==> src/inc/mce_pkg.sv <==
package mce_pkg;
    // ----------------------------------------
    // Register map
    // ----------------------------------------
    localparam logic [7:0] MCE_OFS_CONTROL_THREE = 8'h5D; // Control register
    localparam logic [7:0] MCE_OFS_EVENT_SOURCE = 8'h5E; // Event source, read only
    localparam logic [7:0] MCE_CTRL_RESET = 8'h00; // Control reset value
    localparam logic [2:0] MCE_EVT_RESET = 3'h0; // Event flags reset value
    // Control field positions
    localparam int MCE_CTRL_BYPASS_BIT = 7; // Offset bypass
    localparam int MCE_CTRL_OS_MSB = 6; // Sleep oversample select, top
    localparam int MCE_CTRL_OS_LSB = 4; // Sleep oversample select, bottom
    localparam int MCE_CTRL_REFSEL_BIT = 3; // Per-axis reference update
    // Event field positions
    localparam int MCE_EVT_THS_BIT = 2; // Threshold event
    localparam int MCE_EVT_VECM_BIT = 1; // Vector change event
    localparam int MCE_EVT_DRDY_BIT = 0; // New data
    // ----------------------------------------
    // Oversample table shape
    // ----------------------------------------
    localparam int MCE_OS_LOG2_MIN = 1; // Smallest ratio is 2
    localparam int MCE_OS_LOG2_TOP = 10; // Ratio 1024 at slowest rate, code 7
    localparam logic [10:0] MCE_OS_ONE = 11'h001; // Shift base for ratio
    // ----------------------------------------
    // Carriers
    // ----------------------------------------
    typedef struct packed {
        logic signed [15:0] x; // X axis
        logic signed [15:0] y; // Y axis
        logic signed [15:0] z; // Z axis
    } mce_vec_s;
endpackage : mce_pkg

==> src/rtl/mce_mag_control_event_flags.sv <==
`timescale 1ns/1ps
// Operation
// - Bypass clear: stored offsets added to samples
// - Bypass set: samples output without offsets
// - Control bits 6:4 select sleep oversampling
// - Oversample ratio from code and rate
// - Select clear: threshold fire updates all references
// - Select set: only firing axis reference updates
// - Event bit 2 flags threshold event
// - Event bit 1 flags vector change
// - Event bit 0 flags new sample
// - Distance above threshold longer than count
// - Zero references give absolute magnitude threshold
// - Vector references never readable by registers
// - Latch holds vector flag until read
module mce_mag_control_event_flags #(
    parameter int CNT_W = 8
) (
    // Clock, reset, enable
    input wire logic clk_sys,
    input wire logic rst_b,
    input wire logic ce,
    // Register port from serial interface
    input wire logic [7:0] reg_addr,
    input wire logic reg_wr_en,
    input wire logic [7:0] reg_wr_data,
    input wire logic reg_rd_en,
    output logic [7:0] reg_rd_data,
    // Raw sample input
    input wire logic sample_valid,
    input mce_pkg::mce_vec_s sample_raw,
    input mce_pkg::mce_vec_s hard_iron_offset,
    // Rate and oversample
    input wire logic [2:0] output_sample_rate,
    output logic [10:0] oversample_ratio,
    // Threshold detector link
    input wire logic ths_fire,
    input wire logic [2:0] ths_axis,
    output mce_pkg::mce_vec_s ths_ref,
    // Vector change configuration
    input wire logic vecm_enable,
    input wire logic vecm_latch_en,
    input wire logic vecm_ref_update_en,
    input wire logic [15:0] vecm_threshold,
    input wire logic [CNT_W-1:0] vecm_count,
    // Corrected output
    output mce_pkg::mce_vec_s mag_out
);
    import mce_pkg::*;

    // ----------------------------------------
    // Functions
    // ----------------------------------------
    // Saturating add of offset to sample
    function automatic logic signed [15:0] sat_add(input logic signed [15:0] a,
                                                   input logic signed [15:0] b);
        logic signed [16:0] s;
        s = 17'(a) + 17'(b);
        if (s > 17'sh07FFF) begin
            sat_add = 16'sh7FFF;
        end else if (s < -17'sh08000) begin
            sat_add = -16'sh8000;
        end else begin
            sat_add = s[15:0];
        end
    endfunction : sat_add

    // Square of one axis difference
    function automatic logic [33:0] sq_diff(input logic signed [15:0] a,
                                            input logic signed [15:0] b);
        logic signed [16:0] d;
        logic [16:0] m;
        d = 17'(a) - 17'(b);
        m = d[16] ? 17'(-d) : 17'(d);
        sq_diff = 34'(m) * 34'(m);
    endfunction : sq_diff

    // Ratio: log2 is top-by-code minus rate shift, floor of one
    function automatic logic [10:0] os_ratio(input logic [2:0] code, input logic [2:0] rate);
        int base;
        int shift;
        int l2;
        base = (code == 3'h0) ? MCE_OS_LOG2_TOP - 6 : MCE_OS_LOG2_TOP - 7 + int'(code);
        case (rate)
            3'h0: shift = 0;
            3'h1: shift = 2;
            3'h2: shift = 3;
            default: shift = int'(rate) + 2;
        endcase
        l2 = base - shift;
        if (l2 < MCE_OS_LOG2_MIN) begin
            l2 = MCE_OS_LOG2_MIN;
        end
        os_ratio = MCE_OS_ONE << l2;
    endfunction : os_ratio

    // ----------------------------------------
    // Registers
    // ----------------------------------------
    logic [7:0] ctrl_ff; // Control register
    logic [7:0] rd_data_ff; // Read data
    logic ths_flag_ff; // Threshold flag
    logic vecm_flag_ff; // Vector change flag
    logic drdy_flag_ff; // New data flag
    logic eval_ff; // Output just updated, evaluate detector
    logic vecm_en_d_ff; // Enable delayed, for rise
    logic [CNT_W-1:0] above_cnt_ff; // Samples above threshold
    mce_vec_s vref_ff; // Hidden vector references
    mce_vec_s out_ff; // Corrected output
    mce_vec_s ths_ref_ff; // Threshold references
    logic [10:0] os_ff; // Oversample ratio

    // ----------------------------------------
    // Decode and datapath
    // ----------------------------------------
    wire ctrl_sel = (reg_addr == MCE_OFS_CONTROL_THREE); // Control addressed
    wire evt_sel = (reg_addr == MCE_OFS_EVENT_SOURCE); // Event addressed
    wire evt_read = reg_rd_en && evt_sel; // Clears flags
    wire bypass = ctrl_ff[MCE_CTRL_BYPASS_BIT]; // Offset bypass
    wire ref_sel = ctrl_ff[MCE_CTRL_REFSEL_BIT]; // Per-axis update
    wire [2:0] os_code = ctrl_ff[MCE_CTRL_OS_MSB:MCE_CTRL_OS_LSB];
    wire [7:0] evt_word = {5'h00, ths_flag_ff, vecm_flag_ff, drdy_flag_ff};
    // Reference registers never mux onto read data
    wire [7:0] rd_mux = ctrl_sel ? ctrl_ff : (evt_sel ? evt_word : 8'h00);
    mce_vec_s corr; // Sample after offset choice
    assign corr.x = bypass ? sample_raw.x : sat_add(sample_raw.x, hard_iron_offset.x);
    assign corr.y = bypass ? sample_raw.y : sat_add(sample_raw.y, hard_iron_offset.y);
    assign corr.z = bypass ? sample_raw.z : sat_add(sample_raw.z, hard_iron_offset.z);
    // Squared distance against squared threshold avoids a root
    wire [35:0] dist2 = 36'(sq_diff(out_ff.x, vref_ff.x)) + 36'(sq_diff(out_ff.y, vref_ff.y))
                      + 36'(sq_diff(out_ff.z, vref_ff.z));
    wire [35:0] ths2 = 36'(32'(vecm_threshold) * 32'(vecm_threshold)); // Threshold squared
    wire above = vecm_enable && (dist2 > ths2);
    wire cnt_top = (above_cnt_ff == {CNT_W{1'b1}}); // Counter saturated
    wire [CNT_W-1:0] nxt_above_cnt = above ? (cnt_top ? above_cnt_ff : above_cnt_ff + 1'b1)
                                           : '0; // Debounce count
    wire vecm_event = eval_ff && above && (nxt_above_cnt > vecm_count);
    wire vecm_live = above && (above_cnt_ff > vecm_count); // Condition now
    wire [2:0] ths_upd = ref_sel ? ths_axis : 3'h7;
    // Set beats clear in the read cycle
    wire nxt_ths_flag = ths_fire || (ths_flag_ff && !evt_read);
    wire nxt_drdy_flag = sample_valid || (drdy_flag_ff && !evt_read);
    wire nxt_vecm_flag = vecm_latch_en ? (vecm_event || (vecm_flag_ff && !evt_read))
                                       : (vecm_event || vecm_live);

    assign reg_rd_data = rd_data_ff;
    assign mag_out = out_ff;
    assign ths_ref = ths_ref_ff;
    assign oversample_ratio = os_ff;

    // ----------------------------------------
    // Register file and flags
    // ----------------------------------------
    // Writes to event source fall through unused
    always_ff @(posedge clk_sys or negedge rst_b) begin
        if (!rst_b) begin
            ctrl_ff <= MCE_CTRL_RESET;
            rd_data_ff <= 8'h00;
            {ths_flag_ff, vecm_flag_ff, drdy_flag_ff} <= MCE_EVT_RESET;
            os_ff <= MCE_OS_ONE;
        end else if (ce) begin
            if (reg_wr_en && ctrl_sel) begin
                ctrl_ff <= reg_wr_data;
            end
            if (reg_rd_en) begin
                rd_data_ff <= rd_mux;
            end
            ths_flag_ff <= nxt_ths_flag;
            vecm_flag_ff <= nxt_vecm_flag;
            drdy_flag_ff <= nxt_drdy_flag;
            os_ff <= os_ratio(os_code, output_sample_rate);
        end
    end

    // ----------------------------------------
    // Output, references, detector
    // ----------------------------------------
    // Output on sample, detector one cycle later
    always_ff @(posedge clk_sys or negedge rst_b) begin
        if (!rst_b) begin
            out_ff <= '0;
            eval_ff <= 1'b0;
            vecm_en_d_ff <= 1'b0;
            above_cnt_ff <= '0;
            vref_ff <= '0;
        end else if (ce) begin
            eval_ff <= sample_valid;
            vecm_en_d_ff <= vecm_enable;
            if (sample_valid) begin
                out_ff <= corr;
            end
            if (eval_ff) begin
                above_cnt_ff <= nxt_above_cnt;
            end
            if (vecm_enable && !vecm_en_d_ff) begin
                vref_ff <= out_ff;
            end else if (vecm_event && vecm_ref_update_en) begin
                vref_ff <= out_ff;
            end
        end
    end

    // Threshold references, all or firing axis
    always_ff @(posedge clk_sys or negedge rst_b) begin
        if (!rst_b) begin
            ths_ref_ff <= '0;
        end else if (ce && ths_fire) begin
            if (ths_upd[0]) ths_ref_ff.x <= out_ff.x;
            if (ths_upd[1]) ths_ref_ff.y <= out_ff.y;
            if (ths_upd[2]) ths_ref_ff.z <= out_ff.z;
        end
    end

    // ----------------------------------------
    // Assertions
    // ----------------------------------------
    property p_drdy_set;
        @(posedge clk_sys) disable iff (!rst_b) (ce && sample_valid) |=> drdy_flag_ff;
    endproperty
    a_drdy_set: assert property (p_drdy_set) else $error("drdy not set");
    property p_ths_set;
        @(posedge clk_sys) disable iff (!rst_b) (ce && ths_fire) |=> ths_flag_ff;
    endproperty
    a_ths_set: assert property (p_ths_set) else $error("ths flag not set");
    property p_evt_upper;
        @(posedge clk_sys) disable iff (!rst_b)
            (ce && reg_rd_en && evt_sel) |=> (reg_rd_data[7:3] == 5'h00);
    endproperty
    a_evt_upper: assert property (p_evt_upper) else $error("event upper bits set");
    property p_bypass;
        @(posedge clk_sys) disable iff (!rst_b)
            (ce && sample_valid && bypass) |=> (mag_out == $past(sample_raw));
    endproperty
    a_bypass: assert property (p_bypass) else $error("bypass output wrong");
    property p_offset;
        @(posedge clk_sys) disable iff (!rst_b)
            (ce && sample_valid && !bypass && sample_raw.x == 16'sh0000)
            |=> (mag_out.x == $past(hard_iron_offset.x));
    endproperty
    a_offset: assert property (p_offset) else $error("offset not applied");
    property p_ref_all;
        @(posedge clk_sys) disable iff (!rst_b)
            (ce && ths_fire && !ref_sel) |=> (ths_ref == $past(out_ff));
    endproperty
    a_ref_all: assert property (p_ref_all) else $error("refs not all updated");
    property p_ref_axis;
        @(posedge clk_sys) disable iff (!rst_b)
            (ce && ths_fire && ref_sel && !ths_axis[0]) |=> $stable(ths_ref.x);
    endproperty
    a_ref_axis: assert property (p_ref_axis) else $error("wrong axis updated");
    property p_latch_hold;
        @(posedge clk_sys) disable iff (!rst_b)
            (ce && vecm_latch_en && vecm_flag_ff && !evt_read) |=> vecm_flag_ff;
    endproperty
    a_latch_hold: assert property (p_latch_hold) else $error("latched flag lost");
    property p_os_fast;
        @(posedge clk_sys) disable iff (!rst_b)
            (ce && output_sample_rate == 3'h7) ##1 ce |-> (oversample_ratio == 11'h002);
    endproperty
    a_os_fast: assert property (p_os_fast) else $error("fast rate ratio not 2");
endmodule : mce_mag_control_event_flags

==> config.mk <==
export PLATFORM = sky130hd
export DESIGN_NAME = mce_mag_control_event_flags
export DESIGN_NICKNAME = d
export VERILOG_FILES = /design/src/inc/mce_pkg.sv /design/src/rtl/mce_mag_control_event_flags.sv
export SDC_FILE = /design/constraint.sdc
export NUM_CORES = 2
export LEC_CHECK = 0
export BUFFER_PORTS_ARGS = -buffer_cell sky130_fd_sc_hd__buf_4
export CAP_MARGIN = 20
export CORE_ASPECT_RATIO = 1.1
export CORE_MARGIN = 1.5
export CORE_UTILIZATION = 50
export DETAILED_ROUTE_END_ITERATION = 7
export PLACE_DENSITY = 0.67
export SETUP_SLACK_MARGIN = 0.05
export SYNTH_ARGS = -nofsm -noshare
export SYNTH_HDL_FRONTEND = slang
export SYNTH_SLANG_ARGS = --single-unit
==> constraint.sdc <==
create_clock -name clk_sys -period 17.2 [get_ports clk_sys]
set_input_delay 3.44 -clock clk_sys [delete_from_list [all_inputs] [get_ports clk_sys]]
set_output_delay 3.44 -clock clk_sys [all_outputs]
set_load 0.05 [all_outputs]
---- Word level (Yosys, flattened, before mapping) ----
Cells that the tools add are included.
W data, S select, Z words.
operators by class
  add/subtract/negate cells ............... 15
  multiply operators ...................... 4
  bitwise operators ....................... 0
  equality and inequality tests ........... 5
  shifts and indexed selects .............. 1
  muxes and demuxes ....................... 25
  divide/modulo/power cells ............... 0
  order comparisons ....................... 10
  reductions and logical operators ........ 29
operators by type and width
  operator                 number
  $mux W16                 9
  $mul A17 B17 Y34         3
  $mux W32                 3
  $mux W48                 2
  $add A16 B16 Y17         3
  $gt A17 B16 Y1 const B   3
  $lt A17 B16 Y1 const B   3
  $mux W17                 3
  $neg A17 Y17             3
  $sub A16 B16 Y17         3
  $add A35 B34 Y36         1
  $gt A36 B32 Y1           1
  $add A34 B34 Y35         1
  $lt A32 B2 Y1 const B    1
  $mul A16 B16 Y32         1
  $shl A1 B32 Y11 const A  1
  $sub A5 B32 Y32          1
  $mux W8                  3
  $eq A8 B7 Y1 const B     2
  $gt A8 B8 Y1             2
  $reduce_and A2 Y1        8
  $logic_and A1 B1 Y1      12
  $pmux W4 S3              1
  $add A8 B1 Y8 const B    1
  other kinds (12)         18
storage, ports and cells
  bits in writable memories ............... 0
  memories kept ........................... 0
  latch bits .............................. 0
  ROM bits ................................ 0
  output and inout bits ................... 115
  word-level logic and storage cells ...... 107
  bits in registers ....................... 184

---- Longest topological paths before layout ----
  word-level depth ........................ 14
  mapped depth ............................ 68
  gate-level depth less buffers ........... 64

---- Worst setup path after synthesis ----
Ideal clock, no wire load.
  kind .................................... register to register
  start ................................... register out_ff, in the netlist mag_out[32]
  end ..................................... register vref_ff[26] (netlist name)
  clock period less this slack ............ 14.087 ns
  data required time ...................... 17.074 ns
  arrival time ............................ 13.961 ns
  library setup time ...................... 0.126 ns
  path slack .............................. 3.113 ns
  cell stages (with the launch flop) ...... 60
  path buffers ............................ 3
  cells stage by stage .................... dfrtp_1 inv_1 ha_1 inv_1 fa_1 a211oi_1 o21a_1 o211ai_1 a21oi_1 nor2_1 o21ai_1 mux2i_1 clkinv_1 nand2_1 inv_1 fa_1 fa_1 fa_1 [24 not listed] a31oi_1 nand4b_2 clkbuf_1 nand2_1 a21oi_1 ha_1 nor2b_1 o21ai_0 nand2b_1 a21oi_1 o21ai_0 o211a_1 nand2_1 nor2_1 o2bb2ai_1 buf_2 buf_2 a221o_1
on the way
  longest elaborated chain between the ends .. 14
  elaborated cells between the ends (all ways) .. 15
  classes of those cells .................. add/sub (4); mul (1); order compare (2); mux (2); reduce/logical (6)
ends and longest elaborated chain
  element                                  line                                source
  start: declaration                       mce_mag_control_event_flags.sv:109  mce_vec_s out_ff;
  start signal: assignment                 mce_mag_control_event_flags.sv:190  out_ff <= corr;
  $sub A16 B16 Y17 (*)                     mce_mag_control_event_flags.sv:73   d = 17'(a) - 17'(b);
  $neg A17 Y17                             mce_mag_control_event_flags.sv:74   m = d[16] ? 17'(-d) : 17'(d);
  $mux W17 (*)                             mce_mag_control_event_flags.sv:74
  $mul A17 B17 Y34 (*)                     mce_mag_control_event_flags.sv:75   sq_diff = 34'(m) * 34'(m);
  $add A34 B34 Y35 (*)                     mce_mag_control_event_flags.sv:130  wire [35:0] dist2 = 36'(sq_diff(out_ff.x, vref_ff.x)) + 36'(sq_diff(out_ff.y, vref_ff.y))
  $add A35 B34 Y36 (*)                     mce_mag_control_event_flags.sv:131  + 36'(sq_diff(out_ff.z, vref_ff.z));
  $gt A36 B32 Y1 (*)                       mce_mag_control_event_flags.sv:133  wire above = vecm_enable && (dist2 > ths2);
  $logic_and A1 B1 Y1 (*)                  mce_mag_control_event_flags.sv:133
  $mux W8 (*)                              mce_mag_control_event_flags.sv:135  wire [CNT_W-1:0] nxt_above_cnt = above ? (cnt_top ? above_cnt_ff : above_cnt_ff + 1'b1)
  via nxt_above_cnt[1]                     mce_mag_control_event_flags.sv:135
  $gt A8 B8 Y1 (*)                         mce_mag_control_event_flags.sv:137  wire vecm_event = eval_ff && above && (nxt_above_cnt > vecm_count);
  $logic_and A1 B1 Y1 (*)                  mce_mag_control_event_flags.sv:137
  $logic_and A1 B1 Y1 (*)                  mce_mag_control_event_flags.sv:197  end else if (vecm_event && vecm_ref_update_en) begin
  $reduce_bool A2 Y1 (no source line) (*)  --
  $reduce_and A2 Y1 (no source line) (*)   --
  end signal: assignment                   mce_mag_control_event_flags.sv:196  vref_ff <= out_ff;
  end signal: assignment                   mce_mag_control_event_flags.sv:198  vref_ff <= out_ff;
  end: declaration                         mce_mag_control_event_flags.sv:108  mce_vec_s vref_ff;
The timed path passes the listed nets; every way through them passes the cells marked *.
A chain may end at the register's enable or synchronous reset.

---- Worst setup path after layout ----
  start ................................... register out_ff, in the netlist mag_out[32]
  end ..................................... register vref_ff[13] (netlist name)
Same word-level chain as after synthesis.

==> impl_metrics.env <==
export IMPL_synth_top_cell_by_area="fa_1"
export IMPL_row_count=117
export IMPL_ys_flop_type="dfrtp_1"
export IMPL_dpl_hpwl_um=103000
export IMPL_grt_pass1_vias=38000
export IMPL_relSlewSlack=0.315
export IMPL_grt_ovfl_total=0
export IMPL_post_route_util=0.554
export IMPL_numCtsBuffers=25
export IMPL_crit_required_ns=17.57
export IMPL_ys_seq_area_frac=0.0984
export IMPL_reg2reg_from="mag_out[32]"
export IMPL_area_delta_synth_final_pct=9.66
export IMPL_path_max_fanout=25
export IMPL_synth_edf_count=0
export IMPL_vias_per_cell=5.35
export IMPL_arrival_ns=16.21
export IMPL_cts_root_buf="clkbuf_16"
export IMPL_tightest_slew_ns=1.02
export IMPL_floorplan_die_area_sq_um=95500
export IMPL_drt_iter0_drc=1950
export IMPL_min_path_type="reg -> reg"
export IMPL_netlist_instances=5125
export IMPL_crit_top_cell="fa_1"
export IMPL_hold_violations=0
export IMPL_postCtsSetupRepairBufs=0
export IMPL_path_delay_family="adder cells"
export IMPL_startpoint_type="flop"
export IMPL_critPathBufInv=9
export IMPL_async_flop_share=1.00
export IMPL_synth_seq_cells=184
export IMPL_cp_slowest_cell="nor4_1"
export IMPL_grt_first_pass_wirelength_um=194000
export IMPL_finClkSkew_ns=0.0182
export IMPL_synth_top_area_share=0.375
export IMPL_drv_cap=0
export IMPL_drcViolationCount=0
export IMPL_coreArea_sq_um=92700
export IMPL_cts_tree="yes"
export IMPL_cp_num_cells=57
export IMPL_end_kind="flop"
export IMPL_diodes=0
export IMPL_place_gp_congestion=0.976
export IMPL_max_stage_delay_ns=0.69
export IMPL_synth_cell_types=97
export IMPL_ff2ff_path_depth=57
export IMPL_syn_area_sq_um=46800
export IMPL_setup_violations=0
export IMPL_start_util=0.505
export IMPL_rrSetupSlack_ns=1.36
export IMPL_postSynthAreaPerCell_sq_um=9.14
export IMPL_post_route_period_util=0.921
export IMPL_endpoint="vref_ff[13]"
export IMPL_firstDrtPassIters=7
export IMPL_rsz0062_at_grt="false"
export IMPL_hold_start="oversample_ratio[7]"
export IMPL_die_w_um=295
export IMPL_wirelength_um=118000
export IMPL_die_h_um=324
export IMPL_placed_area_sq_um=50600
export IMPL_grt_use_total=0.258
export IMPL_routedWlPerCell_um=17.8
export IMPL_fmax_ghz=0.0631
export IMPL_ant_nets=0
export IMPL_tns_ns=0
export IMPL_cts_max_level=4
export IMPL_critPathLaunch="mag_out[32]"
export IMPL_via_count=35700
export IMPL_clkSlewWorstSetupHoldPaths_ns=0.06
export IMPL_io_pins=267
export IMPL_drive_above_1_share=0.0930
export IMPL_cts_resized=0
export IMPL_synthTopCellsByArea="fa_1, ha_1, inv_1"
export IMPL_final_nets=6970
export IMPL_postLayoutCellArea_sq_um=51300
export IMPL_clk_latency_ns=0.50
export IMPL_antenna_found_initial=0
export IMPL_io_buffers=266
export IMPL_grt_max_degree=67
export IMPL_min_period_ns=15.84
export IMPL_holdBufCountCts=0
export IMPL_clock_sinks=184
export IMPL_rr_endpoint="vref_ff[13]"
export IMPL_yosys_warnings=0
export IMPL_status="finished clean"
export IMPL_cts_path_max_buffers=3
export IMPL_path_class="reg -> reg"
export IMPL_maxSlewViolCount=0
export IMPL_fillerInstances=8483
-- synthesized netlist by cell type, types with 13 or more instances --
library cell / instances
dfrtp_1: 183
nand2_1: 341
o21ai_0: 122
clkbuf_1: 100
inv_1: 1300
nor3_1: 77
xor2_1: 77
o211ai_1: 14
nand4_1: 30
a31oi_1: 23
xnor2_1: 121
nand2b_1: 47
or2_2: 18
and2_1: 66
o21a_1: 24
o21bai_1: 24
and3_1: 31
a21o_1: 70
a221o_1: 50
a21oi_1: 188
fa_1: 877
ha_1: 537
mux2_2: 60
nor2_1: 354
a211o_1: 13
nand3_1: 48
a211oi_1: 21
o31ai_1: 13
or3_1: 34
nor2b_1: 32
-- worst min-delay path by stage --
stage	end	cells past startpoint
2_1_floorplan	reg_rd_data[0]	2
3_3_place_gp	oversample_ratio[0]	1
3_5_place_dp	reg_rd_data[0]	2
4_1_cts	oversample_ratio[0]	1
5_1_grt	oversample_ratio[0]	1
6_report	oversample_ratio[7]	1
-- through the flow --
step                setup slack [ns]  hold WS, ns  std cells
CTS                             1.45        0.489       6654
detailed placement              1.55        0.476       6621
finish                          1.36        0.490       6659
floorplan                       3.11        0.456       5159
global route                   0.363        0.500       6659
global placement                1.72        0.470       6621
-- worst reg2reg max path: cells and delay by family (launching register included) --
family	cells	cell delay [ns]
AOI/OAI and AO/OA	15	3.54
xor gates and xnor gates	3	0.93
adders and majority gates	14	6.07
buffers and inverters	9	1.06
DFF	1	0.42
and+or+nand+nor	16	3.72
-- layout by cell type, fill, tap and decap left out, types with 24 or more instances in the layout --
cell type | Yosys | layout
dfrtp_1 | 183 | 183
nor2b_1 | 32 | 32
a21o_1 | 70 | 70
buf_4 | 0 | 329
fa_1 | 877 | 877
nand4_1 | 30 | 30
or3_1 | 34 | 34
o21bai_1 | 24 | 24
and3_1 | 31 | 31
and2_1 | 66 | 66
nand3_1 | 48 | 48
conb_1 | 2 | 36
nand2b_1 | 47 | 47
xor2_1 | 77 | 77
clkbuf_16 | 0 | 25
nand2_1 | 341 | 340
a221o_1 | 50 | 50
o21ai_0 | 122 | 122
xnor2_1 | 121 | 120
a21oi_1 | 188 | 186
nor3_1 | 77 | 77
nor2_1 | 354 | 354
inv_1 | 1300 | 1300
ha_1 | 537 | 537
o21a_1 | 24 | 24
mux2_2 | 60 | 60
-- sequential cells by signal, summed over array words and instances, names as in the netlist, 8 cells and up --
register          cells
reg_rd_data           8
mag_out              48
above_cnt_ff          8
oversample_ratio     11
ctrl_ff               8
vref_ff              48
ths_ref              48
-- logic make-up after synthesis --
family | after synthesis | synth area share
adders and majority gates | 1416 | 0.519
DFF | 184 | 0.0984
other | 2 | 0.000160
and+or+nand+nor | 1157 | 0.117
xor gates and xnor gates | 201 | 0.0381
AOI/OAI and AO/OA | 671 | 0.0966
muxes | 64 | 0.0153
buffers and inverters | 1430 | 0.115
-- per-layer routing --
metal  vias up  routed length [um]  global-route usage
met5         -                   0                   0
met3       239                6650              0.0273
met1     17800               46000               0.318
met4         0                5140               0.105
li1      16500                   -                   -
met2      1062               60400               0.462
-- layout make-up --
type,count,area [sq um],share of cell area
multi-input combinational,3545,37000,0.721
clock buffer,30,674,0.0131
inverter,1315,4940,0.0961
sequential,184,4610,0.0897
timing repair buffer,333,2520,0.0491
tap,1249,1560,0.0304
clock inverter,3,42.5,0.000829
Power is left out: the tool's default activity adds up to more than one toggle a clock period on the data nets, which glitch-free logic cannot reach.
